**src/verilog/dcrs_pkg.sv**
```systemverilog
// Package of constants and carrier types for the duty-cycled receive sequencer
package dcrs_pkg;
  // Mode codes of the operating mode field
  localparam logic [2:0] MODE_SLEEP = 3'h0;
  localparam logic [2:0] MODE_STDBY = 3'h1;
  localparam logic [2:0] MODE_FS = 3'h2;
  localparam logic [2:0] MODE_TX = 3'h3;
  localparam logic [2:0] MODE_RX = 3'h4;
  // Resolution selector codes
  localparam logic [1:0] STEP_OFF = 2'h0;
  localparam logic [1:0] STEP_FINE = 2'h1;
  localparam logic [1:0] STEP_MID = 2'h2;
  localparam logic [1:0] STEP_COARSE = 2'h3;
  // Step sizes in microseconds, turned into RC ticks of 64 us each
  localparam int unsigned STEP_FINE_US = 64;
  localparam int unsigned STEP_MID_US = 4096;
  localparam int unsigned STEP_COARSE_US = 262144;
  localparam int unsigned RC_TICK_US = 64;
  localparam logic [12:0] TICKS_FINE = 13'(STEP_FINE_US / RC_TICK_US);
  localparam logic [12:0] TICKS_MID = 13'(STEP_MID_US / RC_TICK_US);
  localparam logic [12:0] TICKS_COARSE = 13'(STEP_COARSE_US / RC_TICK_US);
  // Exit action codes
  localparam logic [1:0] EXIT_STAY = 2'h0;
  localparam logic [1:0] EXIT_TO_MODE = 2'h1;
  localparam logic [1:0] EXIT_RESUME = 2'h2;
  // Acceptance rule codes
  localparam logic ACCEPT_POWER = 1'b0;
  // Transit event selector codes
  localparam logic [1:0] EV_QUEUE_LEVEL = 2'h0;
  localparam logic [1:0] EV_FRAME_SENT = 2'h1;
  localparam logic [1:0] EV_CHECKSUM = 2'h2;
  localparam logic [1:0] EV_QUEUE_DRAIN = 2'h3;
  localparam logic [7:0] COEF_ZERO = 8'h00;

  // Sniff phase configuration
  typedef struct packed {
    logic [1:0] step_select;
    logic [7:0] step_multiplier;
  } dcrs_phase_t;

  // Auto-transition configuration
  typedef struct packed {
    logic enable;
    logic [2:0] transit_state;
    logic [1:0] transit_entry_event;
    logic [1:0] transit_leave_event;
  } dcrs_auto_t;

  // Receive-path status inputs
  typedef struct packed {
    logic signal_power_threshold;
    logic sync_pattern_hit;
    logic payload_complete_flag;
    logic rx_timeout;
  } dcrs_rxstat_t;

  // Packet-engine events for auto transitions
  typedef struct packed {
    logic queue_threshold_hit;
    logic frame_sent_flag;
    logic checksum_pass;
    logic queue_has_data;
  } dcrs_pktev_t;
endpackage

```
**src/verilog/dcrs_sequencer.sv**
```systemverilog
// Duty-cycled sniff sequencer with RC trim and auto-transition engine
// How it works
// - Idle and receive windows last multiplier (1..255) times selected step.
// - Step codes 01, 10, 11 give 64 us, 4.1 ms, 262 ms.
// - Receive window counts from receiver wake-up, start-up included.
// - Sniffing starts only when enable is set in standby; Idle keeps RC only.
// - No signal by window end: receiver off, back to Idle.
// - Rule 0 accepts on power; rule 1 also needs a sync hit.
// - Exit 00: stay in receive, sniffing stops, host clears enable.
// - Exit 01: receive until payload or timeout, then go to mode, stop.
// - Exit 10: receive until payload or timeout, resume Idle; flush next wake.
// - Abort: write with abort set, then write with abort clear.
// - RC oscillator trims itself after power-up.
// - Host trim request; done flag sets when trim ends.
// - Auto mode: entry event goes to transit state; leave event returns.
// - Auto mode starts and ends in programmed mode; live mode write obeyed.
// - Events: queue threshold, frame sent, checksum pass, queue drain edge.
`timescale 1ns/1ps
module dcrs_sequencer
  import dcrs_pkg::*;
#(
  parameter int unsigned TRIM_CYCLES = 64
)
(
  input wire logic ref_clk,
  input wire logic nrst,
  input wire logic clk_en,
  input wire logic rc_tick,
  input wire logic [2:0] op_mode,
  input wire logic sniff_enable,
  input wire logic sniff_abort,
  input wire logic mode_write,
  input wire dcrs_phase_t idle_cfg,
  input wire dcrs_phase_t rx_cfg,
  input wire logic wake_accept_rule,
  input wire logic [1:0] sniff_exit_action,
  input wire dcrs_rxstat_t rx_stat,
  input wire logic rc_trim_begin,
  input wire dcrs_auto_t auto_cfg,
  input wire dcrs_pktev_t pkt_ev,
  output logic [2:0] active_mode,
  output logic sniff_idle,
  output logic sniff_rx,
  output logic fifo_flush,
  output logic rc_trim_busy,
  output logic rc_trim_finished,
  output logic in_transit
);
  if (TRIM_CYCLES < 1 || TRIM_CYCLES > 65535)
  begin : g_chk
    $error("TRIM_CYCLES out of range");
  end

  ////////////////////////////////////////////////////////////////////////////
  // Sniff state machine
  typedef enum logic [5:0] {
    S_OFF = 6'h01,
    S_IDLE = 6'h02,
    S_WINDOW = 6'h04,
    S_HOLD = 6'h08,
    S_STOPPED = 6'h10,
    S_ABORT = 6'h20
  } dcrs_state_t;

  dcrs_state_t state_ff;
  dcrs_state_t nxt_state;
  logic [2:0] mode_ff;
  logic [2:0] nxt_mode;
  logic flush_pend_ff;
  logic flush_ff;
  logic trim_busy_ff;
  logic trim_done_ff;
  logic [15:0] trim_cnt_ff;
  logic transit_ff;
  logic drain_prev_ff;
  logic idle_start;
  logic rx_start;
  logic idle_done;
  logic rx_done;
  logic accepted;
  logic rx_end;
  logic sniff_go;
  logic entry_hit;
  logic leave_hit;
  logic [3:0] ev_vec;
  logic mode_load;
  logic nxt_transit;
  logic trim_req;
  logic trim_last;

  // Decisions on the receive path
  assign accepted = rx_stat.signal_power_threshold &&
                    (wake_accept_rule == ACCEPT_POWER || rx_stat.sync_pattern_hit);
  assign rx_end = rx_stat.payload_complete_flag || rx_stat.rx_timeout;
  // Enable counts only when raised from standby, never from other modes
  assign sniff_go = sniff_enable && !sniff_abort && (mode_ff == MODE_STDBY);
  assign idle_start = (state_ff == S_OFF && sniff_go) || nxt_state == S_IDLE && state_ff != S_IDLE;
  // Window starts at receiver wake-up, so start-up time is inside it
  assign rx_start = (state_ff == S_IDLE) && idle_done;

  dcrs_phase_timer #(
    .COEF_W(8)
  ) u_idle_tmr (
    .ref_clk(ref_clk),
    .nrst(nrst),
    .clk_en(clk_en),
    .rc_tick(rc_tick),
    .start(idle_start),
    .cfg(idle_cfg),
    .busy(),
    .done(idle_done)
  );

  dcrs_phase_timer #(
    .COEF_W(8)
  ) u_rx_tmr (
    .ref_clk(ref_clk),
    .nrst(nrst),
    .clk_en(clk_en),
    .rc_tick(rc_tick),
    .start(rx_start),
    .cfg(rx_cfg),
    .busy(),
    .done(rx_done)
  );

  // Next sniff state; abort has priority over every sniff state
  always_comb
  begin
    nxt_state = state_ff;
    case (state_ff)
      S_OFF:
      begin
        if (sniff_go)
        begin
          nxt_state = S_IDLE;
        end
      end
      S_IDLE:
      begin
        if (sniff_abort)
        begin
          nxt_state = S_ABORT;
        end
        else if (idle_done)
        begin
          nxt_state = S_WINDOW;
        end
      end
      S_WINDOW:
      begin
        if (sniff_abort)
        begin
          nxt_state = S_ABORT;
        end
        else if (accepted)
        begin
          nxt_state = (sniff_exit_action == EXIT_STAY) ? S_STOPPED : S_HOLD;
        end
        else if (rx_done)
        begin
          nxt_state = S_IDLE;
        end
      end
      S_HOLD:
      begin
        if (sniff_abort)
        begin
          nxt_state = S_ABORT;
        end
        else if (rx_end)
        begin
          nxt_state = (sniff_exit_action == EXIT_RESUME) ? S_IDLE : S_STOPPED;
        end
      end
      S_STOPPED:
      begin
        // Host must clear enable before a new sniff run
        if (!sniff_enable || sniff_abort)
        begin
          nxt_state = sniff_abort ? S_ABORT : S_OFF;
        end
      end
      S_ABORT:
      begin
        // Second write with abort clear releases the sequencer
        if (mode_write && !sniff_abort && !sniff_enable)
        begin
          nxt_state = S_OFF;
        end
      end
      default:
      begin
        nxt_state = S_OFF;
      end
    endcase
  end

  ////////////////////////////////////////////////////////////////////////////
  // Auto-transition events
  assign ev_vec = {drain_prev_ff && !pkt_ev.queue_has_data, pkt_ev.checksum_pass,
                   pkt_ev.frame_sent_flag, pkt_ev.queue_threshold_hit};
  assign entry_hit = ev_vec[auto_cfg.transit_entry_event];
  assign leave_hit = ev_vec[auto_cfg.transit_leave_event];

  // Mode bookkeeping: host writes land when sniffing is off; exit 01 picks op_mode
  assign mode_load = mode_write &&
                     (state_ff == S_OFF || state_ff == S_ABORT || state_ff == S_STOPPED);
  assign nxt_mode = (mode_load || (state_ff == S_HOLD && nxt_state == S_STOPPED)) ?
                    op_mode : mode_ff;

  // Sniff and mode registers
  always_ff @(posedge ref_clk or negedge nrst)
  begin
    if (!nrst)
    begin
      state_ff <= S_OFF;
      mode_ff <= MODE_STDBY;
    end
    else if (clk_en)
    begin
      state_ff <= nxt_state;
      mode_ff <= nxt_mode;
    end
  end

  // Exit 10 loses queue content at the next receive wake-up
  always_ff @(posedge ref_clk or negedge nrst)
  begin
    if (!nrst)
    begin
      flush_pend_ff <= 1'b0;
      flush_ff <= 1'b0;
    end
    else if (clk_en)
    begin
      flush_ff <= rx_start && flush_pend_ff;
      if (state_ff == S_HOLD && nxt_state == S_IDLE)
      begin
        flush_pend_ff <= 1'b1;
      end
      else if (rx_start || state_ff == S_OFF)
      begin
        flush_pend_ff <= 1'b0;
      end
    end
  end

  // Transit engine; dropped in the very cycle sniffing starts, so the transit
  // mode never overlaps an Idle or receive phase
  assign nxt_transit = auto_cfg.enable && (nxt_state == S_OFF) &&
                       (transit_ff ? !leave_hit : entry_hit);
  // Drain edge history and transit flag
  always_ff @(posedge ref_clk or negedge nrst)
  begin
    if (!nrst)
    begin
      transit_ff <= 1'b0;
      drain_prev_ff <= 1'b0;
    end
    else if (clk_en)
    begin
      drain_prev_ff <= pkt_ev.queue_has_data;
      transit_ff <= nxt_transit;
    end
  end

  ////////////////////////////////////////////////////////////////////////////
  // RC trim: runs after reset release and on host request; a request while busy is dropped
  assign trim_req = rc_trim_begin && !trim_busy_ff;
  assign trim_last = trim_busy_ff && (trim_cnt_ff == 16'(TRIM_CYCLES - 1));
  // Counter rests at zero while idle, so a new request starts from a clean count
  always_ff @(posedge ref_clk or negedge nrst)
  begin
    if (!nrst)
    begin
      trim_busy_ff <= 1'b1;
      trim_done_ff <= 1'b0;
      trim_cnt_ff <= 16'h0000;
    end
    else if (clk_en)
    begin
      trim_cnt_ff <= trim_busy_ff ? trim_cnt_ff + 16'h0001 : 16'h0000;
      if (trim_req || trim_last)
      begin
        trim_busy_ff <= trim_req;
        trim_done_ff <= trim_last;
      end
    end
  end

  ////////////////////////////////////////////////////////////////////////////
  // Outputs
  logic [2:0] mode_out_ff;
  logic idle_out_ff;
  logic rx_out_ff;
  logic [2:0] nxt_mode_out;
  logic nxt_rx_out;

  // Receiver stays on in the window, in hold, and after an exit 00 acceptance
  assign nxt_rx_out = (nxt_state == S_WINDOW) || (nxt_state == S_HOLD) ||
                      (nxt_state == S_STOPPED && state_ff != S_HOLD &&
                       sniff_exit_action == EXIT_STAY);
  // A stopped run keeps its mode, unless it has just left hold with exit 01
  assign nxt_mode_out = (nxt_state == S_IDLE) ? MODE_SLEEP :
                        (nxt_state == S_WINDOW || nxt_state == S_HOLD) ? MODE_RX :
                        (nxt_state == S_STOPPED && state_ff == S_WINDOW) ? MODE_RX :
                        (nxt_state == S_OFF && transit_ff) ? auto_cfg.transit_state :
                        (nxt_state != S_STOPPED || state_ff == S_HOLD) ? nxt_mode :
                        mode_out_ff;

  // Registered mode seen by the radio; Idle keeps only the RC alive
  always_ff @(posedge ref_clk or negedge nrst)
  begin
    if (!nrst)
    begin
      mode_out_ff <= MODE_STDBY;
      idle_out_ff <= 1'b0;
      rx_out_ff <= 1'b0;
    end
    else if (clk_en)
    begin
      idle_out_ff <= (nxt_state == S_IDLE);
      rx_out_ff <= nxt_rx_out;
      mode_out_ff <= nxt_mode_out;
    end
  end

  assign active_mode = mode_out_ff;
  assign sniff_idle = idle_out_ff;
  assign sniff_rx = rx_out_ff;
  assign fifo_flush = flush_ff;
  assign rc_trim_busy = trim_busy_ff;
  assign rc_trim_finished = trim_done_ff;
  assign in_transit = transit_ff;
endmodule

```
**src/verilog/dcrs_phase_timer.sv**
```systemverilog
// Phase timer: multiplier times resolution step, counted in RC ticks
`timescale 1ns/1ps
module dcrs_phase_timer
  import dcrs_pkg::*;
#(
  parameter int unsigned COEF_W = 8
)
(
  input wire logic ref_clk,
  input wire logic nrst,
  input wire logic clk_en,
  input wire logic rc_tick,
  input wire logic start,
  input wire dcrs_phase_t cfg,
  output logic busy,
  output logic done
);
  if (COEF_W != 8)
  begin : g_chk
    $error("dcrs_phase_timer supports an 8-bit multiplier only");
  end

  logic [12:0] step_ff;
  logic [7:0] coef_ff;
  logic busy_ff;
  logic [12:0] step_len;
  logic step_end;

  // Reserved code 00 gives no length, so the timer never starts
  assign step_len = (cfg.step_select == STEP_FINE) ? TICKS_FINE :
                    (cfg.step_select == STEP_MID) ? TICKS_MID :
                    (cfg.step_select == STEP_COARSE) ? TICKS_COARSE : 13'h0000;
  assign step_end = rc_tick && (step_ff == 13'h0001);
  assign busy = busy_ff;
  assign done = busy_ff && step_end && (coef_ff == 8'h01);

  // Count steps down, then count multiplier down; duration = coef x step
  always_ff @(posedge ref_clk or negedge nrst)
  begin
    if (!nrst)
    begin
      step_ff <= 13'h0000;
      coef_ff <= 8'h00;
      busy_ff <= 1'b0;
    end
    else if (clk_en)
    begin
      if (start && cfg.step_select != STEP_OFF && cfg.step_multiplier != COEF_ZERO)
      begin
        busy_ff <= 1'b1;
        step_ff <= step_len;
        coef_ff <= cfg.step_multiplier;
      end
      else if (busy_ff && step_end)
      begin
        step_ff <= step_len;
        coef_ff <= coef_ff - 8'h01;
        if (coef_ff == 8'h01)
        begin
          busy_ff <= 1'b0;
        end
      end
      else if (busy_ff && rc_tick)
      begin
        step_ff <= step_ff - 13'h0001;
      end
    end
  end
endmodule

```
**config.mk**
```make
export PLATFORM = sky130hd
export DESIGN_NAME = dcrs_sequencer
export DESIGN_NICKNAME = d
export VERILOG_FILES = /design/src/verilog/dcrs_pkg.sv /design/src/verilog/dcrs_sequencer.sv /design/src/verilog/dcrs_phase_timer.sv
export SDC_FILE = /design/constraint.sdc
export NUM_CORES = 1
export LEC_CHECK = 0
export BUFFER_PORTS_ARGS = -buffer_cell sky130_fd_sc_hd__buf_4
export CAP_MARGIN = 20
export CORE_ASPECT_RATIO = 0.6
export CORE_MARGIN = 1
export CORE_UTILIZATION = 66
export CTS_BUF_LIST = sky130_fd_sc_hd__clkbuf_8
export DETAILED_ROUTE_END_ITERATION = 7
export PLACE_DENSITY = 0.85
export SYNTH_ARGS = -nofsm -noshare
export SYNTH_HDL_FRONTEND = slang
export SYNTH_SLANG_ARGS = --single-unit
```
**constraint.sdc**
```tcl
create_clock -name ref_clk -period 3.9 [get_ports ref_clk]
set_input_delay 0.39 -clock ref_clk [delete_from_list [all_inputs] [get_ports ref_clk]]
set_output_delay 0.39 -clock ref_clk [all_outputs]
set_load 0.1 [all_outputs]
```
==> impl_results.md <==
* Status: complete, no violations
* CORE AREA at 0.00742 mm2
* Pre-Repair DR Iteration Count at 5
* Row cnt at 24
* Max Transition Viols Final at 0
* Yosys warns at 0
* Post-synth cell types at 80
* Ys flop type: dfrtp_1
* Post-route ant nets at 0
* Chip width at 116 um
* Vias per cell at 6.53
* CTS tree: done
* Fin Setup TNS at 0 ns
* Filler instances at 511
* Vias in the first global route at 4384
* Yosys top cell area share at 0.369
* Worst path required time at 4.15 ns
* Height of the die at 70.5 um
* Max Root-Sink Buffers at 2
* Final hold viol count at 0
* DR WL/cell at 17.9 um
* Max IR drop VDD at 426 uV
* TritonCTS Buffers at 9
* Final nets at 685
* Routed vias at 4798
* Crit Path Category: flip-flop to flip-flop
* Yosys reg bits at 80
* Largest net degree at the start of global routing at 81
* Syn nets at 638
* Area growth, synth to finish at 12.5%
* Post-synthesis sequential area ratio at 0.389
* Ant diodes at 0
* Clk root buf: clkbuf_8
* Post-route clock period utilization at 0.802
* Max Fclk at 320 MHz
* Port Buffer Count at 58
* IO Count at 59
* First-pass GRT wire length at 21800 um
* Synth area leaders: dfrtp_1 37%, nor2_1 4.5%, a21oi_1 4.2%
* DRT iter0 DRCs at 610
* Worst Hold Class: input pin to flip-flop
* Worst Skew at 0.0121 ns
* Initial core utilization at 0.696
* RSZ-0062 raised after global routing: no
* GRT overflow at 0
* Clk sinks at 80
* Crit path DAT at 3.38 ns
* Placer Congestion at 0.942
* Post-synth EDFFs at 0
* Slew @ Worst Pin at 0.957 ns
* Tmin final at 3.13 ns
* Die outline area at 0.00819 mm2
* Clock slew at the register clock pins of the worst setup and hold paths at 0.09 ns
* DP HPWL at 9640 um
* Cells after Synth at 579
* Leak at 2.62 nW
* Crit-path max FO at 11
* Gates resized, CTS repair at 0
* Clk_lat worst skew at 0.38 ns
* Layout cells sized above 1 at 0.177
* Max H-tree Level at 3
* CP Launch Type: flip-flop
* Post-synth top cells: 76 x dfrtp_1, 62 x nor2_1, 49 x nand2_1
* Antenna violations before repair at 0
* Post-Layout Cell Count at 735
* Max cap viols at 0
* Slew margin rel. at 0.360
* Async SR Flop Fraction at 1.00
* Cell area after synthesis at 0.00516 mm2
* # setup viols final at 0
* Syn avg cell area at 8.91 um2
* Crit. End Element: flip-flop
* Top-count cell post-synth: dfrtp_1
* # DRC at 0
* Tot GR Track Use at 0.348
* Placed Cells at 717
* Pwr dens at 471 mW/mm2
* Area leader, netlist: dfrtp_1
* Total wire length at 13200 um
-- final timing paths --
path | startpoint | endpoint | slack, ns | depth (start not counted)
setup / recovery | state_ff[2]$_DFFE_PN0P_ | u_rx_tmr.step_ff[6]$_DFFE_PN0P_ | 0.77 | 7
hold / removal | rc_trim_begin | rc_trim_busy$_DFFE_PN1P_ | 0.23 | 3
setup reg to reg | state_ff[2]$_DFFE_PN0P_ | u_rx_tmr.step_ff[6]$_DFFE_PN0P_ | 0.77 | 7
hold reg to reg | rc_trim_finished$_DFFE_PN0P_ | rc_trim_finished$_DFFE_PN0P_ | 0.51 | 2
max in group asynchronous | nrst | state_ff[0]$_DFFE_PN1P_ | 2.96 | 3
min in group asynchronous | nrst | state_ff[2]$_DFFE_PN0P_ | 0.35 | 2
-- layout by cell type (no fill, tap or decap), types with 5 or more instances in the layout --
cell,synthesis,final
dfrtp_1,76,76
nor2_1,62,62
buf_4,2,59
nand2_1,49,49
a21oi_1,43,43
o21ai_0,38,38
inv_1,27,27
nand3_1,25,25
xor2_1,19,19
nand4_1,15,15
nor3_1,15,15
mux2i_1,12,12
nor4_1,11,11
nor2b_1,10,10
o211ai_1,10,10
and2_1,9,9
and3_1,9,9
ha_1,9,9
clkbuf_8,4,9
or3_1,7,7
or4_1,6,6
o21a_1,5,5
a2bb2oi_1,5,5
-- sequential cells by signal, indices dropped and copies added (netlist names) --
register / cells
flush_pend_ff: 1
sniff_rx: 1
u_rx_tmr.step_ff: 13
rc_trim_busy: 1
u_idle_tmr.step_ff: 13
u_rx_tmr.coef_ff: 8
state_ff: 6
active_mode: 3
sniff_idle: 1
rc_trim_finished: 1
trim_cnt_ff: 16
mode_ff: 3
u_idle_tmr.coef_ff: 8
in_transit: 1
fifo_flush: 1
drain_prev_ff: 1
u_idle_tmr.busy: 1
u_rx_tmr.busy: 1
-- where the power goes --
| part | total, W | leakage [nW] | switching (W) | internal, W |
|---|---|---|---|---|
| combinational | 0.000945 | 1.49 | 0.000585 | 0.000360 |
| sequential | 0.00115 | 1.04 | 0.000177 | 0.000974 |
| clock | 0.000640 | 0.0925 | 0.000339 | 0.000301 |
| total | 0.00274 | 2.62 | 0.00110 | 0.00164 |
-- cell families after synthesis --
kind of cell | count (synthesis) | synth area share
multiplexers | 19 | 0.0429
adder cells (fa/ha/maj) | 9 | 0.0218
AO/OA/AOI/OAI | 145 | 0.186
flip-flops | 80 | 0.389
buffers and inverters | 52 | 0.0524
XOR/XNOR | 23 | 0.0390
AND/OR/NAND/NOR | 251 | 0.269
-- per-stage QoR --
| step | hold slack [ns] | instance area (um2) | setup WS [ns] | power (W) | util |
|---|---|---|---|---|---|
| final | 0.230 | 5800 | 0.771 | 0.00274 | 0.782 |
| after global routing | 0.253 | 5800 | 0.577 | 0.00288 | 0.782 |
| after CTS | 0.211 | 5770 | 0.839 | 0.00272 | 0.777 |
| after detailed placement | 0.477 | 5560 | 0.848 | 0.00208 | 0.750 |
| after global placement | 0.469 | 5560 | 1.00 | 0.00203 | 0.750 |
| after floorplan | 0.0944 | 5160 | 1.42 | 0.00183 | - |
-- final cells by class --
type	instances	area, um2	share of cell area
clock buffer	9	124	0.0213
clock inverter	7	78.8	0.0136
inverter	27	101	0.0175
multi-input combinational	447	2880	0.497
sequential	80	2010	0.346
tap	104	130	0.0224
timing repair buffer	61	480	0.0828
-- routing by layer --
layer,track usage,up-vias,wire length (um)
met5,0,-,0
met4,0.115,0,216
met3,0.0729,24,1080
met2,0.504,231,5830
met1,0.515,2320,6060
li1,-,2223,-
-- timing repair --
item                      in CTS  in global routing
hold buffers                   0                  1
setup buffers                  0                  0
hold endpoints to repair       0                  4
-- worst max-delay path: stages, from the launching register on --
cell and delay, ns:
dfrtp_1 0.53, nor4_2 0.49, nand3_1 0.24, nor4_2 0.60, a21o_1 0.36, and2_1 0.35
nor4bb_1 0.35, a211oi_1 0.09
(Power assumes the default switching activity.)
